$ cat config.mk
export PLATFORM = sky130hd
export DESIGN_NAME = vab_register_bank
export DESIGN_NICKNAME = d
export VERILOG_FILES = /design/src/vab_pkg.sv /design/src/vab_addr_decode.sv /design/src/vab_luma_adjust.sv /design/src/vab_register_bank.sv
export VERILOG_INCLUDE_DIRS = /design/src
export SDC_FILE = /design/constraint.sdc
export NUM_CORES = 1
export LEC_CHECK = 0
export ABC_AREA = 1
export BUFFER_PORTS_ARGS = -buffer_cell sky130_fd_sc_hd__buf_4
export CAP_MARGIN = 20
export CORE_ASPECT_RATIO = 0.75
export CORE_UTILIZATION = 55
export DETAILED_ROUTE_END_ITERATION = 7
export PLACE_DENSITY = 0.88
export SLEW_MARGIN = 20
export SYNTH_ARGS = -nofsm -noshare
export SYNTH_HDL_FRONTEND = slang
export SYNTH_HIERARCHICAL = 1
export SYNTH_SLANG_ARGS = --single-unit
$ cat constraint.sdc
create_clock -name sys_clk_i -period 11.7 [get_ports sys_clk_i]
set_input_delay 1.17 -clock sys_clk_i [delete_from_list [all_inputs] [get_ports sys_clk_i]]
set_output_delay 1.17 -clock sys_clk_i [all_outputs]
set_load 0.05 [all_outputs]
$ cat src/vab_consts.svh
// offsets, field positions, reset values and widths of the video adjust bank
// assumes the includer reads registers by word index, byte address = 4 * index
`ifndef VAB_CONSTS_SVH
`define VAB_CONSTS_SVH

// register index (byte address is four times this)
`define VAB_IDX_CROP_HIGH     6'h07
`define VAB_IDX_PIXEL_LOW     6'h0b
`define VAB_IDX_CONTROL_ONE   6'h0c
`define VAB_IDX_VRATIO_LOW    6'h0d
`define VAB_IDX_SCALE_HIGH    6'h0e
`define VAB_IDX_HRATIO_LOW    6'h0f
`define VAB_IDX_BRIGHTNESS    6'h10
`define VAB_IDX_CONTRAST      6'h11
`define VAB_IDX_SHARPEN       6'h12

// reset values
`define VAB_RST_CROP_HIGH     8'h02
`define VAB_RST_PIXEL_LOW     8'hd0
`define VAB_RST_CONTROL_ONE   8'h8c
`define VAB_RST_VRATIO_LOW    8'h00
`define VAB_RST_SCALE_HIGH    8'h11
`define VAB_RST_HRATIO_LOW    8'h00
`define VAB_RST_BRIGHTNESS    8'h00
`define VAB_RST_CONTRAST      8'h60
`define VAB_RST_SHARPEN       8'h01

// control one bit positions
`define VAB_BIT_WIDE_BAND     7
`define VAB_BIT_PHASE_SENS    5
`define VAB_BIT_PEDESTAL      4
`define VAB_BIT_COMB          3
`define VAB_BIT_LUMA_AVG      1
`define VAB_BIT_CHROMA_AVG    0

// sharpening control fields
`define VAB_BIT_SHARPEN_LEVEL_CENTRE  7
`define VAB_SHARPEN_LEVEL_NOISE_MIN   4'h8

// luma path
`define VAB_CONTRAST_UNITY    8'h40
`define VAB_CONTRAST_SHIFT    6
`define VAB_PEDESTAL_CODE     8'h10
`define VAB_LUMA_MAX          11'sh0ff

`endif

$ cat src/vab_pkg.sv
// types shared by the video adjust bank
// assumes nothing beyond a SystemVerilog compiler
package vab_pkg;

  // what the sharpness level field asks of the luma filter
  typedef enum logic [1:0] {
    VAB_SHARPEN_LEVEL_OFF     = 2'b00,
    VAB_SHARPEN_LEVEL_ENHANCE = 2'b01,
    VAB_SHARPEN_LEVEL_DENOISE = 2'b10
  } vab_sharpen_level_mode_t;

  // register slot inside the bank
  typedef logic [3:0] vab_slot_t;

endpackage

$ cat src/vab_addr_decode.sv
// maps an apb byte address onto a register slot of the bank
// assumes word-aligned addresses; low two bits must be zero for a hit
`timescale 1ns/100ps
`include "vab_consts.svh"

module vab_addr_decode (
  // bus side
  input  wire logic [7:0]         paddr_i,
  // slot side
  output vab_pkg::vab_slot_t      slot_o,
  output logic                    hit_o
);

  logic [5:0] idx;

  ////////////////////////////////////////////////////////////////////////////
  // index lookup, misaligned addresses never hit
  always_comb
  begin
    idx    = paddr_i[7:2];
    slot_o = 4'h0;
    hit_o  = (paddr_i[1:0] == 2'b00);
    case (idx)
      `VAB_IDX_CROP_HIGH:   slot_o = 4'h0;
      `VAB_IDX_PIXEL_LOW:   slot_o = 4'h1;
      `VAB_IDX_CONTROL_ONE: slot_o = 4'h2;
      `VAB_IDX_VRATIO_LOW:  slot_o = 4'h3;
      `VAB_IDX_SCALE_HIGH:  slot_o = 4'h4;
      `VAB_IDX_HRATIO_LOW:  slot_o = 4'h5;
      `VAB_IDX_BRIGHTNESS:  slot_o = 4'h6;
      `VAB_IDX_CONTRAST:    slot_o = 4'h7;
      `VAB_IDX_SHARPEN:     slot_o = 4'h8;
      default:              hit_o  = 1'b0;
    endcase
  end

endmodule // vab_addr_decode

$ cat src/vab_luma_adjust.sv
// contrast gain, brightness offset and pedestal on an 8-bit luma stream
// assumes settings change only between lines; one cycle of latency
`timescale 1ns/100ps
`include "vab_consts.svh"

module vab_luma_adjust (
  // clock and reset
  input  wire logic        sys_clk_i,
  input  wire logic        resetn_i,
  // settings
  input  wire logic [7:0]  contrast_i,
  input  wire logic [7:0]  brightness_i,
  input  wire logic        pedestal_i,
  // stream
  input  wire logic [7:0]  luma_i,
  input  wire logic        luma_valid_i,
  output logic [7:0]       luma_o,
  output logic             luma_valid_o
);

  logic [15:0]        product;
  logic signed [11:0] sum;
  logic [7:0]         luma_d;
  logic [7:0]         luma_q;
  logic               valid_q;

  ////////////////////////////////////////////////////////////////////////////
  // gain is code/64, so 40h is unity and ffh about 3.98
  always_comb
  begin
    product = luma_i * contrast_i;
    sum     = $signed({2'b00, product[15:`VAB_CONTRAST_SHIFT]}) + 12'($signed(brightness_i));
    if (pedestal_i)
      sum = sum + $signed({4'h0, `VAB_PEDESTAL_CODE});
    // clamp instead of wrapping, a wrap would flash white to black
    if (sum < 12'sh000)
      luma_d = 8'h00;
    else if (sum > 12'($signed(`VAB_LUMA_MAX)))
      luma_d = 8'hff;
    else
      luma_d = sum[7:0];
  end

  // output sample register
  always_ff @(posedge sys_clk_i or negedge resetn_i)
  begin
    if (!resetn_i)
      luma_q <= 8'h00;
    else if (luma_valid_i)
      luma_q <= luma_d;
  end

  // valid follows luma_valid_i by one cycle, in step with the data register
  always_ff @(posedge sys_clk_i or negedge resetn_i)
  begin
    if (!resetn_i)
      valid_q <= 1'b0;
    else
      valid_q <= luma_valid_i;
  end

  assign luma_o       = luma_q;
  assign luma_valid_o = valid_q;

endmodule // vab_luma_adjust

$ cat src/vab_register_bank.sv
// apb register bank of the video decoder adjust controls, with luma adjust
// assumes a 40 MHz sys_clk_i and an apb master on the same clock
//
// Register access over APB was decided locally.
`timescale 1ns/100ps
`include "vab_consts.svh"

module vab_register_bank #(
  parameter int SLOTS = 9
) (
  // clock and reset
  input  wire logic                  sys_clk_i,
  input  wire logic                  resetn_i,
  // apb slave
  input  wire logic                  psel_i,
  input  wire logic                  penable_i,
  input  wire logic                  pwrite_i,
  input  wire logic [7:0]            paddr_i,
  input  wire logic [31:0]           pwdata_i,
  output logic [31:0]                prdata_o,
  output logic                       pready_o,
  output logic                       pslverr_o,
  // line format and separation
  output logic [9:0]                 active_pixel_count_o,
  output logic                       wide_chroma_band_o,
  output logic                       phase_switch_sensitivity_o,
  output logic                       pedestal_select_o,
  output logic                       comb_adaptive_o,
  output logic                       luma_line_average_o,
  output logic                       chroma_line_average_o,
  // down scaler
  output logic [11:0]                vertical_ratio_o,
  output logic [11:0]                horizontal_ratio_o,
  // luma enhancement
  output logic [7:0]                 brightness_offset_o,
  output logic [7:0]                 contrast_gain_o,
  output logic                       sharpen_centre_select_o,
  output logic [3:0]                 sharpen_level_o,
  output vab_pkg::vab_sharpen_level_mode_t   sharpen_mode_o,
  // luma stream
  input  wire logic [7:0]            luma_i,
  input  wire logic                  luma_valid_i,
  output logic [7:0]                 luma_o,
  output logic                       luma_valid_o
);

  // reset image of every slot, same order as the address decoder
  localparam logic [7:0] RST_VAL [SLOTS] = '{
    `VAB_RST_CROP_HIGH,  `VAB_RST_PIXEL_LOW, `VAB_RST_CONTROL_ONE,
    `VAB_RST_VRATIO_LOW, `VAB_RST_SCALE_HIGH, `VAB_RST_HRATIO_LOW,
    `VAB_RST_BRIGHTNESS, `VAB_RST_CONTRAST,  `VAB_RST_SHARPEN
  };

  logic [7:0]          regs_q [SLOTS];
  vab_pkg::vab_slot_t  slot;
  logic                hit;
  logic                setup;
  logic                access;
  logic                wr_en;
  logic [31:0]         prdata_q;
  logic [7:0]          ctrl;
  logic [7:0]          sharpen_level;

  ////////////////////////////////////////////////////////////////////////////
  // address decode
  vab_addr_decode u_decode (
    .paddr_i (paddr_i),
    .slot_o  (slot),
    .hit_o   (hit)
  );

  // apb phases; writes land only on the access edge
  assign setup  = psel_i && !penable_i;
  assign access = psel_i && penable_i;
  assign wr_en  = access && pwrite_i && hit;

  ////////////////////////////////////////////////////////////////////////////
  // one byte register per slot, reserved bits kept as written
  for (genvar g = 0; g < SLOTS; g++)
  begin : g_slot
    always_ff @(posedge sys_clk_i or negedge resetn_i)
    begin
      if (!resetn_i)
        regs_q[g] <= RST_VAL[g];
      else if (wr_en && (slot == 4'(g)))
        regs_q[g] <= pwdata_i[7:0];
    end
  end

  ////////////////////////////////////////////////////////////////////////////
  // read data captured in setup so the access phase needs no wait
  always_ff @(posedge sys_clk_i or negedge resetn_i)
  begin
    if (!resetn_i)
      prdata_q <= 32'h0000_0000;
    else if (setup && !pwrite_i)
      prdata_q <= hit ? {24'h00_0000, regs_q[slot]} : 32'h0000_0000;
  end

  // zero wait state; unmapped or misaligned access answers with an error
  assign prdata_o  = prdata_q;
  assign pready_o  = 1'b1;
  assign pslverr_o = access && !hit;

  ////////////////////////////////////////////////////////////////////////////
  // line format and separation controls
  assign ctrl = regs_q[2];
  assign active_pixel_count_o       = {regs_q[0][1:0], regs_q[1]};
  assign wide_chroma_band_o         = ctrl[`VAB_BIT_WIDE_BAND];
  assign phase_switch_sensitivity_o = ctrl[`VAB_BIT_PHASE_SENS];
  assign pedestal_select_o          = ctrl[`VAB_BIT_PEDESTAL];
  assign comb_adaptive_o            = ctrl[`VAB_BIT_COMB];
  assign luma_line_average_o        = ctrl[`VAB_BIT_LUMA_AVG];
  assign chroma_line_average_o      = ctrl[`VAB_BIT_CHROMA_AVG];

  // scaler ratios share one high register
  assign vertical_ratio_o   = {regs_q[4][7:4], regs_q[3]};
  assign horizontal_ratio_o = {regs_q[4][3:0], regs_q[5]};

  // enhancement settings
  assign sharpen_level                   = regs_q[8];
  assign brightness_offset_o     = regs_q[6];
  assign contrast_gain_o         = regs_q[7];
  assign sharpen_centre_select_o = sharpen_level[`VAB_BIT_SHARPEN_LEVEL_CENTRE];
  assign sharpen_level_o         = sharpen_level[3:0];

  ////////////////////////////////////////////////////////////////////////////
  // sharpen level to filter mode
  always_comb
  begin
    if (sharpen_level[3:0] == 4'h0)
      sharpen_mode_o = vab_pkg::VAB_SHARPEN_LEVEL_OFF;
    else if (sharpen_level[3:0] < `VAB_SHARPEN_LEVEL_NOISE_MIN)
      sharpen_mode_o = vab_pkg::VAB_SHARPEN_LEVEL_ENHANCE;
    else
      sharpen_mode_o = vab_pkg::VAB_SHARPEN_LEVEL_DENOISE;
  end

  ////////////////////////////////////////////////////////////////////////////
  // luma path: gain, offset, pedestal
  vab_luma_adjust u_luma (
    .sys_clk_i    (sys_clk_i),
    .resetn_i     (resetn_i),
    .contrast_i   (regs_q[7]),
    .brightness_i (regs_q[6]),
    .pedestal_i   (ctrl[`VAB_BIT_PEDESTAL]),
    .luma_i       (luma_i),
    .luma_valid_i (luma_valid_i),
    .luma_o       (luma_o),
    .luma_valid_o (luma_valid_o)
  );
endmodule // vab_register_bank

==> out/qor.csv <==
stage,metric,value,unit
routing,first_pass_iters,5,
critical_path,slowest_delay,0.55,ns
pwr,pwr-share-clk,42.4,%
sta,setup_violations,0,
synth,synth_ff_type,dfrtp_1,
sta,hold_ws,0.483,ns
place,gp_congestion,0.948,
critical_path,r2r_start,contrast_gain_o[6],
pwr,power_leakage,5.35,nW
finish,nets,1297,
synth,seq_area_frac_synth,27.3,%
finish,layout_commonest_cell,nand2_1,
global_route,grt_pass1_vias,6436,
critical_path,r2r_end,u_luma/luma_o[2],
sta,skew,0.0107,ns
floorplanning,core-area,0.0145,sq mm
cts,post_cts_buffers,0,
pwr,switchingPower,0.000202,W
floorplanning,floorplan.die.height,108,microns
synth,syn_area,0.00822,sq mm
finish,final_cell_mix,"nand2_1, inv_1, buf_4",
pwr,power_density,79.0,mW/mm^2
cts,h-tree-depth,3,
pwr,pwr-share-seq,45.0,%
cts,cts_tree,yes,
pwr,ir_drop,0.0000721,V
synth,ys_ff_latch,89,
cts,clockBufferDepth,2,
critical_path,critPathRequiredTime,11.94,ns
routing,viasPerCell,5.08,
critical_path,slowest_stage,fa_1,
sta,min_period,6.65,ns
global_route,grt_use_total,27.0,%
synth,yosys_warnings,6,
routing,drc,0,
routing,wl,19900,microns
global_route,grt_max_degree,89,
floorplanning,die_w,143,microns
synth,synthCells,1129,
sta,relSlewSlack,46.8,%
cts,cts_resized,0,
critical_path,path_class,primary input to flip-flop,
critical_path,cp_common_cell,nand2_1,
finish,antenna-diode-count,0,
cts,cts_root_buf,clkbuf_16,
finish,fill_cells,1311,
pwr,switching_share,28.8,%
cts,cts_buffers,9,
synth,synth_edf_count,0,
finish,register_area,0.00224,sq mm
sta,tns,0,ns
place,io_buffers,110,
global_route,grt-ovfl-total,0,
sta,tightest_slew,0.798,ns
hold_path,hp-class,flip-flop to flip-flop,
place,place_area,0.00858,sq mm
sta,rsz0062_at_grt,false,
finish,design_area,0.00889,sq mm
routing,wl_per_cell,14.5,microns
synth,async_reset_ff_share,100,%
cts,clk_latency,0.35,ns
sta,finalMaxSlewViolations,0,
floorplanning,io_pins,160,
sta,fmax,150,MHz
critical_path,arrival,6.89,ns
cts,cts.sinks,89,
finish,multi_input_comb_area,0.00462,sq mm
finish,drive_gt1_share,18.5,%
floorplanning,die-area,0.0154,sq mm
global_route,grt_pass1_wl,31900,microns
hold_path,holdPathEnd,u_luma/luma_o[5],
hold_path,holdPathStages,2,
cts,clk_pin_slew_worst_paths,0.06,ns
place,dp_hpwl,14700,microns
critical_path,cp-start-kind,primary input,
routing,vias,6943,
cts,ctsHoldBuffers,0,
status,outcome,finished clean,
sta,hold_viol,0,
floorplanning,start_util,56.5,%
critical_path,path_max_fanout,8,
finish,syn_to_final_growth,8.11,%
routing,ant_nets,0,
critical_path,reg2reg_depth,29,
hold_path,hp-start,u_luma/luma_o[5],
flow_run,max_cap_violations,0,
pwr,cellInternalPower,0.000500,W
critical_path,critPathCaptureType,flip-flop,
pwr,power_frac_comb,12.6,%
critical_path,reg2reg_slack,5.36,ns
global_route,antenna_found_initial,0,
synth,syn_avg_cell_area,7.28,sq um
routing,drt_iter0_drc,609,
floorplanning,rows,38,
sta,period_share,56.9,%
synth,synth_cell_type_count,46,
per-stage QoR:
step | std cells | total power (W) | utilization (%) | worst slack [ns]
after global placement | 1350 | 0.000408 | 59.0 | 4.90
after floorplan | 1152 | 0.000389 | - | 5.27
after detailed placement | 1350 | 0.000409 | 59.0 | 4.78
after CTS | 1366 | 0.000703 | 61.1 | 5.11
final | 1366 | 0.000702 | 61.1 | 5.05
after global routing | 1366 | 0.000721 | 61.1 | 4.57
routing by layer:
layer	global-route usage, %	share of wire, %
met5	0	0
met4	5.99	1.3
met3	6.81	9.2
met2	41.8	44
met1	37.9	45
how the worst max path moves through the flow:
stage / startpoint / to / cells past startpoint
2_1_floorplan: luma_i[2] / u_luma/luma_o[0] / 29
3_3_place_gp: luma_i[1] / u_luma/luma_o[0] / 29
3_5_place_dp: luma_i[1] / u_luma/luma_o[2] / 30
4_1_cts: luma_i[1] / u_luma/luma_o[2] / 30
5_1_grt: luma_i[1] / u_luma/luma_o[1] / 30
6_report: luma_i[1] / u_luma/luma_o[2] / 30
cell type report:
type	count	share of cell area [%]
timing repair buffer	113	9.58
tap	200	2.81
multi-input combinational	785	51.9
inverter	163	7.01
clock buffer	9	2.53
clock inverter	7	0.887
sequential	89	25.2
sequential cells by signal, indices dropped and copies added (netlist names):
name / cells
active_pixel_count_o: 10
brightness_offset_o: 8
contrast_gain_o: 8
ctrl: 8
horizontal_ratio_o: 12
prdata_o: 8
regs_q: 6
sharpen_level: 8
u_luma/luma_o: 8
u_luma/luma_valid_o: 1
vertical_ratio_o: 12
power by group through the flow:
stage	sequential, W	combinational [W]	clock (W)
floorplan	0.000324	0.0000649	0
global placement	0.000322	0.0000861	0
detailed placement	0.000322	0.0000874	0
CTS	0.000316	0.0000878	0.000299
global route	0.000317	0.0000950	0.000309
finish	0.000316	0.0000886	0.000298
cell families (layout without fill, tap and decap cells):
kind of cell               Yosys count  count (layout)  share of synthesized area [%]
other                                2              25                         0.0913
and+or+nand+nor                    562             562                           30.3
DFF                                 89              89                           27.3
adders and majority gates           82              82                           15.8
xor gates and xnor gates            15              15                           1.69
AOI/OAI and AO/OA                  101             101                           7.23
buffers and inverters              278             292                           17.6
cells in the mapped netlist, types with 9 or more instances:
master | instances | share of area [%]
a21oi_1 | 19 | 1.2
buf_2 | 9 | 0.55
buf_4 | 84 | 7.7
buf_6 | 9 | 1.2
clkbuf_1 | 13 | 0.59
dfrtp_1 | 77 | 23
dfstp_2 | 12 | 3.8
fa_1 | 36 | 8.8
ha_1 | 46 | 7.0
inv_1 | 148 | 6.8
inv_2 | 11 | 0.50
nand2_1 | 445 | 20
nand2_2 | 10 | 0.76
nand3_1 | 38 | 2.3
nor2_1 | 29 | 1.3
o21ai_1 | 49 | 3.0
o21ai_2 | 18 | 1.9
worst max-delay path: cells and delay by family:
kind | cells | cell delay [ns]
xor+xnor | 1 | 0.33
simple gates | 15 | 1.69
compound gates | 3 | 0.51
fa+ha+maj | 6 | 2.82
buf+inv | 5 | 0.36
Note: power is estimated with default switching activity, not from simulation.
